<file path="src/verilog/bsh_pkg.sv">
package bsh_pkg;

   // ****************************************
   // Sizes and counts
   // ****************************************
   localparam int BIN_COUNT = 10;
   localparam int BIN_IDX_W = 4;
   // Debounce time for the external trigger, in microseconds
   localparam int DEBOUNCE_US = 10;
   localparam int CLK_MHZ = 40;
   localparam int DEBOUNCE_CYC = DEBOUNCE_US * CLK_MHZ;
   localparam int DEB_CNT_W = 16;

   // ****************************************
   // Reset values
   // ****************************************
   localparam logic [9:0] BINS_NONE = 10'h3FF;
   localparam logic PASS_N_RESET = 1'h1;

   // ****************************************
   // Handshake states, Gray coded along the usual path up to present; present to ready changes all three bits
   // ****************************************
   typedef enum logic [2:0] {
      BSH_NULL = 3'h0,
      BSH_READY = 3'h1,
      BSH_BUSY = 3'h3,
      BSH_NOTBUSY = 3'h2,
      BSH_PRESENT = 3'h6
   } bsh_state_e;

endpackage : bsh_pkg

</file>
<file path="src/verilog/bsh_handshake.sv">
`timescale 1ns/1ps
// ****************************************
// Handler handshake sequencer
// ****************************************
// The two status pins decode straight from the state register, so
// each state shows its own pair, except present and the unused codes, which read not-busy.
// A hidden present state holds the fresh bin for one cycle while the
// pins still read not-busy; that cycle is the handler's setup time.
// Any trigger restarts the sequence, as the front-panel key does, so
// the handler needs no separate abort line.
// Triggers are taken in every state; the cost is that a late trigger
// throws away a finished sort that the handler never saw.
// The pass line keeps its last verdict until the next sort completes.
module bsh_handshake #(
   parameter int NUM_BINS = bsh_pkg::BIN_COUNT,
   parameter int DEB_CYC = bsh_pkg::DEBOUNCE_CYC
) (
   // Clock and synchronous reset
   input wire logic sys_clk,
   input wire logic rst,
   // Option strap and trigger sources
   input wire logic option_fitted,
   input wire logic key_trigger,
   input wire logic ext_trigger_n,
   // Remote control and run mode
   input wire logic remote_mode,
   input wire logic local_trigger_enable_cmd,
   input wire logic multi_frequency_mode,
   // Measurement engine side
   output logic meas_start,
   input wire logic meas_done,
   input wire logic sort_done,
   // Sort result, sampled with sort_done
   input wire logic [bsh_pkg::BIN_IDX_W-1:0] sort_bin,
   input wire logic sort_bin_valid,
   input wire logic limits_pass,
   input wire logic mf_fail,
   // Handler pins, all active low
   output logic busy_n,
   output logic sort_result_valid_n,
   output logic [NUM_BINS-1:0] bin_select_n,
   output logic pass_fail_n
);

   // ****************************************
   // Trigger qualification
   // ****************************************
   logic ext_clean_n;
   logic ext_level_r;
   logic ext_level_nxt;
   logic trig;

   // Contacts bounce, so only a level held for DEB_CYC cycles gets
   // through; the price is that much extra trigger latency
   bsh_debounce #(
      .STABLE_CYC(DEB_CYC)
   ) bsh_debounce_i (
      .sys_clk(sys_clk),
      .rst(rst),
      .raw_n(ext_trigger_n),
      .clean_n(ext_clean_n)
   );

   // Held low counts as one press; a new trigger needs a release first
   always_comb begin
      ext_level_nxt = ~ext_clean_n;
   end

   // Reset matches the idle pin level, so no false edge follows reset
   always_ff @(posedge sys_clk) begin
      if (rst) begin
         ext_level_r <= 1'b0;
      end else begin
         ext_level_r <= ext_level_nxt;
      end
   end

   // Remote control masks the external input unless locally enabled
   // Key requests are masked only by the option strap: remote control gates only the pin
   assign trig = option_fitted & (key_trigger |
      (ext_level_nxt & ~ext_level_r &
      (~remote_mode | local_trigger_enable_cmd)));

   // ****************************************
   // Handshake sequencer
   // ****************************************
   // Sequencer state
   bsh_pkg::bsh_state_e state_r;
   bsh_pkg::bsh_state_e state_nxt;
   // Bins and verdict as last shown to the handler
   logic [NUM_BINS-1:0] bins_r;
   logic [NUM_BINS-1:0] bins_nxt;
   logic pass_n_r;
   logic pass_n_nxt;
   // Start pulse for the measurement engine
   logic start_r;
   logic start_nxt;

   // One-hot active-low decode of the chosen bin
   // An unchosen or out-of-range index leaves every line high
   function automatic logic [NUM_BINS-1:0] bin_decode(
      input logic [bsh_pkg::BIN_IDX_W-1:0] idx,
      input logic ok
   );
      logic [NUM_BINS-1:0] v;
      v = '1;
      for (int i = 0; i < NUM_BINS; i++) begin
         if (ok && (idx == bsh_pkg::BIN_IDX_W'(i))) begin
            v[i] = 1'b0;
         end
      end
      return v;
   endfunction : bin_decode

   // A trigger anywhere past power-up restarts the measurement
   always_comb begin
      state_nxt = state_r;
      bins_nxt = bins_r;
      pass_n_nxt = pass_n_r;
      start_nxt = 1'b0;
      // Without the option the pins sit in null and triggers are lost
      if (!option_fitted) begin
         state_nxt = bsh_pkg::BSH_NULL;
         bins_nxt = bsh_pkg::BINS_NONE;
      end else if (trig) begin
         // Abort any measurement or pending sort and begin afresh
         state_nxt = bsh_pkg::BSH_BUSY;
         start_nxt = 1'b1;
         // Bins just presented stay up, so falling valid never blanks them
         if ((state_r != bsh_pkg::BSH_READY) &&
            (state_r != bsh_pkg::BSH_PRESENT)) begin
            bins_nxt = bsh_pkg::BINS_NONE;
         end
      end else begin
         unique case (state_r)
            bsh_pkg::BSH_NULL: begin
               // Bins are already all high; valid low will claim nothing
               state_nxt = bsh_pkg::BSH_READY;
            end
            bsh_pkg::BSH_READY: begin
               // Old bins stay on the pins until the next measurement is done
               state_nxt = bsh_pkg::BSH_READY;
            end
            bsh_pkg::BSH_BUSY: begin
               // The part stays in the fixture until busy rises
               if (meas_done) begin
                  state_nxt = bsh_pkg::BSH_NOTBUSY;
                  bins_nxt = bsh_pkg::BINS_NONE;
               end
            end
            bsh_pkg::BSH_NOTBUSY: begin
               // Bins were blanked on entry; the part may be swapped now
               if (sort_done) begin
                  // Bins settle here one cycle before valid falls
                  bins_nxt = bin_decode(sort_bin, sort_bin_valid);
                  pass_n_nxt = ~(limits_pass &
                     ~(multi_frequency_mode & mf_fail));
                  state_nxt = bsh_pkg::BSH_PRESENT;
               end
            end
            bsh_pkg::BSH_PRESENT: begin
               // Valid falls a full cycle after the bins settled
               state_nxt = bsh_pkg::BSH_READY;
            end
            default: begin
               // Unused codes fall back to null; the bins keep their value
               state_nxt = bsh_pkg::BSH_NULL;
            end
         endcase
      end
   end

   // ****************************************
   // State registers
   // ****************************************
   // Reset parks the pins in null with no bin and a fail verdict
   always_ff @(posedge sys_clk) begin
      if (rst) begin
         state_r <= bsh_pkg::BSH_NULL;
         bins_r <= bsh_pkg::BINS_NONE;
         pass_n_r <= bsh_pkg::PASS_N_RESET;
         start_r <= 1'b0;
      end else begin
         state_r <= state_nxt;
         bins_r <= bins_nxt;
         pass_n_r <= pass_n_nxt;
         start_r <= start_nxt;
      end
   end

   // ****************************************
   // Handshake outputs
   // ****************************************
   // Busy low in null and busy; valid low in ready and busy
   assign busy_n = (state_r != bsh_pkg::BSH_NULL) &&
      (state_r != bsh_pkg::BSH_BUSY);
   // Valid falls only on entering ready or busy, after bins settled
   assign sort_result_valid_n = (state_r != bsh_pkg::BSH_READY) &&
      (state_r != bsh_pkg::BSH_BUSY);
   // Bins and verdict come from flip-flops, so the pins never glitch
   assign bin_select_n = bins_r;
   assign pass_fail_n = pass_n_r;
   // Registered start, one cycle after the trigger is taken
   assign meas_start = start_r;

endmodule : bsh_handshake

</file>
<file path="src/verilog/bsh_debounce.sv">
`timescale 1ns/1ps
// ****************************************
// Level debouncer for the external trigger
// ****************************************
module bsh_debounce #(
   parameter int STABLE_CYC = bsh_pkg::DEBOUNCE_CYC
) (
   input wire logic sys_clk,
   input wire logic rst,
   input wire logic raw_n,
   output logic clean_n
);

   logic [bsh_pkg::DEB_CNT_W-1:0] cnt_r;
   logic [bsh_pkg::DEB_CNT_W-1:0] cnt_nxt;
   logic clean_r;
   logic clean_nxt;

   // Output follows the input only once it has held steady long enough
   always_comb begin
      cnt_nxt = cnt_r;
      clean_nxt = clean_r;
      if (raw_n == clean_r) begin
         cnt_nxt = '0;
      end else if (cnt_r >= bsh_pkg::DEB_CNT_W'(STABLE_CYC - 1)) begin
         cnt_nxt = '0;
         clean_nxt = raw_n;
      end else begin
         cnt_nxt = cnt_r + 1'b1;
      end
   end

   always_ff @(posedge sys_clk) begin
      if (rst) begin
         cnt_r <= '0;
         clean_r <= 1'b1; // Idle high, like the pull-up
      end else begin
         cnt_r <= cnt_nxt;
         clean_r <= clean_nxt;
      end
   end

   assign clean_n = clean_r;

endmodule : bsh_debounce

</file>
<file path="config.mk">
export PLATFORM = sky130hd
export DESIGN_NAME = bsh_handshake
export DESIGN_NICKNAME = d
export VERILOG_FILES = /design/src/verilog/bsh_pkg.sv /design/src/verilog/bsh_handshake.sv /design/src/verilog/bsh_debounce.sv
export SDC_FILE = /design/constraint.sdc
export NUM_CORES = 1
export LEC_CHECK = 0
export BUFFER_PORTS_ARGS = -buffer_cell sky130_fd_sc_hd__buf_2
export CORE_ASPECT_RATIO = 1.2
export CORE_MARGIN = 4
export CORE_UTILIZATION = 40
export CTS_BUF_LIST = sky130_fd_sc_hd__clkbuf_2
export DETAILED_ROUTE_END_ITERATION = 12
export HOLD_SLACK_MARGIN = 0.05
export SLEW_MARGIN = 15
export SYNTH_ARGS = -nofsm -noshare
export SYNTH_HDL_FRONTEND = slang
export SYNTH_SLANG_ARGS = --single-unit
export TNS_END_PERCENT = 1
</file>
<file path="constraint.sdc">
create_clock -name sys_clk -period 3.8 [get_ports sys_clk]
set_input_delay 0.57 -clock sys_clk [delete_from_list [all_inputs] [get_ports sys_clk]]
set_output_delay 0.57 -clock sys_clk [all_outputs]
set_load 0.01 [all_outputs]
</file>
==> flow_summary.ini <==
[worst_setup_path]
r2r.worst_path.cells = 6
crit_required_ns = 3.23
setup.reg_to_reg.worst_slack_ns = 2.20
cp_cell_sequence = nand2b_4, nand3_1, buf_2
critPathMaxStageDelay_ns = 0.45
critPathMaxFanout = 6
path_class = reg -> out
cp.arrival_ns = 1.22
cp-end-kind = output pin
r2r_end = bin_select_n[5]$_SDFFE_PP1P_
start_kind = register
regToRegStartpoint = bsh_debounce_i.clean_n$_SDFFE_PP1P_
critPathSlowestCell = dfxtp_1

[run_status]
status = finished clean

[placed_design]
place.gp.congestion = 0.773
dp_cells = 218
io_buffers = 30
hpwl_mm = 1.97

[worst_hold_path]
min_path_cells = 2
min_from = rst
worst_hold_path.endpoint = ext_level_r$_SDFF_PP0_
min_path_type = in -> reg

[yosys]
yosys_warnings = 0
synth_area_um2 = 1350
synth_edf_count = 0
yosysTopAreaCell = dfxtp_1
synth_cells = 148
synth-async-reset-ratio_pct = 0
synth.distinct_cells = 35
yosys.area.top_type_share_pct = 48.9
syn_avg_cell_area_um2 = 9.13
synth_commonest_cells = nor2_1 (35), dfxtp_1 (33), nand2_1 (12)
synthMostInstantiatedCell = nor2_1
synth_area_leaders = dfxtp_1 (49%), nor2_1 (9.7%), mux2i_1 (7.4%), nand2_1 (3.3%), xnor2_1 (3.2%)
ys_seq_area_share_pct = 48.9
ys_ff_latch = 33
synth_ff_type = dfxtp_1

[power]
irDropWorstVdd_mv = 0.226
power.density_nw_per_um2 = 351
p_sw_w = 0.000144
pwr-share-seq_pct = 63.7
leakagePower_nw = 0.663
combPwrFrac_pct = 9.1
clockPowerShare_pct = 27.2
internal-power_w = 0.000417
switching_share_pct = 25.7

[floorplan]
die_w_um = 61.1
die_h_um = 71.7
dieArea_um2 = 4380
ioPinCount = 31
core_area_um2 = 3170
initial_core_util_pct = 42.7
rows = 22

[detailed_routing]
drt_iter0_markers = 18
drtPass1Iterations = 4
wire_per_inst_um = 10.9
via_per_inst = 4.89
vias = 1111
ant_nets = 0
totalWireLength_mm = 2.47
route.detailed.drc = 0

[cells_and_area]
final_cells = 227
drive_gt1_share_pct = 24.1
nFillCells = 322
antenna_cells = 0
layout.nets = 208
multi_input_area_um2 = 687
seq_area_um2 = 661
syn2layout_area_growth_pct = 18.3

[timing]
skew_ns = 0.0120
rsz0062_at_grt = false
fmax_mhz = 558
hold_slack_ns = 0.424
setup_violations = 0
finalSetupTns_ns = 0
slew_viol_final = 0
hold_violations = 0
fin_crit_sh_pct = 47.1
final.min_clock_period_ns = 1.79

[global_routing]
grt_pass1_vias = 1058
grt_max_degree = 14
overflow = 0
grt_util_met3_pct = 6.13
grt.met1_usage_pct = 12.5
grt_pass1_wl_mm = 4.21
antenna_found_initial = 0
grt.total_usage_pct = 12.9
met2_usage_pct = 22.0
busiest_layer = met2

[clocking]
cts_made_buffers = 5
htree_levels = 2
clock-sinks = 33
post-cts-setup-buffer-count = 0
cts_tree = done
root_buffer = clkbuf_2
cts_resized = 0
clk_pin_slew_ns = 0.15
worstSkewPairLatency_ns = 0.37
holdBufCountCts = 0
clk_path_buf_depth = 2

[job]
maxCapViolations = 0
[how the worst max path moves through the flow]
stage          depth (start not counted)                            to  slack [ns]                      from
6_report                               3                        busy_n        2.01   state_r[0]$_SDFFE_PP0P_
5_1_grt                                3                        busy_n        1.88   state_r[0]$_SDFFE_PP0P_
4_1_cts                                3  bin_select_n[8]$_SDFFE_PP1P_        1.91   state_r[2]$_SDFFE_PP0P_
3_5_place_dp                           6  bin_select_n[5]$_SDFFE_PP1P_        1.71  local_trigger_enable_cmd
3_3_place_gp                           6  bin_select_n[2]$_SDFFE_PP1P_        1.76  local_trigger_enable_cmd
2_1_floorplan                          6  bin_select_n[0]$_SDFFE_PP1P_        2.26  local_trigger_enable_cmd
[power by group through the flow]
stage	logic, W	clock network, W	registers (W)
final	0.0000510	0.000153	0.000357
after global routing	0.0000567	0.000184	0.000359
after CTS	0.0000507	0.000160	0.000357
after detailed placement	0.0000506	0	0.000365
after global placement	0.0000498	0	0.000365
after floorplan	0.0000326	0	0.000364
[sequential cells by signal, indices dropped and copies added, names as in the netlist]
| name | flops |
|---|---|
| bsh_debounce_i.clean_n | 1 |
| meas_start | 1 |
| bsh_debounce_i.cnt_r | 16 |
| pass_fail_n | 1 |
| bin_select_n | 10 |
| state_r | 3 |
| ext_level_r | 1 |
[placed cells by master, fill, tap and decap left out, types with 2 or more instances in the layout]
master,n
clkbuf_2,5
dfxtp_1,33
o21ai_0,4
inv_1,3
buf_2,30
clkinv_1,2
nand2b_1,2
nand3b_1,2
mux2i_1,10
nand3_1,6
nand2b_4,2
and3_1,2
xor2_1,3
xnor2_1,5
conb_1,7
nand2_1,12
nor3_1,6
a211oi_1,2
nor2_1,35
a21oi_1,2
[through the flow]
step / utilization [%] / instance area, µm² / setup slack (ns) / power [W]
5_1_grt: 50.5 / 1600 / 1.88 / 0.000599
6_report: 50.5 / 1600 / 2.01 / 0.000561
3_5_place_dp: 49.1 / 1550 / 1.71 / 0.000416
4_1_cts: 50.3 / 1590 / 1.91 / 0.000568
3_3_place_gp: 49.1 / 1550 / 1.76 / 0.000414
2_1_floorplan: - / 1370 / 2.26 / 0.000397
[layout make-up]
cell class | instances | area share [%]
multi-input combinational | 116 | 43.0
sequential | 33 | 41.3
timing repair buffer | 31 | 9.86
tap | 36 | 2.82
clock buffer | 5 | 1.56
clock inverter | 3 | 0.782
inverter | 3 | 0.704
[worst max-delay path: cells and delay by family (launching register included)]
kind	cells	cell delay [ns]
buf+inv	1	0.14
simple gates	2	0.27
flops	1	0.45
[kinds of logic after synthesis]
group / Yosys count / share of synthesized area [%]
AND/OR/NAND/NOR: 74 / 26.2
buffers and inverters: 5 / 1.94
AO/OA/AOI/OAI: 16 / 9.17
multiplexers: 10 / 7.41
other: 1 / 0.278
flip-flops: 33 / 48.9
XOR/XNOR: 8 / 5.19
adder cells (fa/ha/maj): 1 / 0.926
[metal layers]
metal,vias up,wire length [µm]
li1,579,-
met1,506,989
met2,21,1270
met3,5,149
met4,0,58
met5,-,0
No activity file was read; power rests on OpenSTA's default activity.
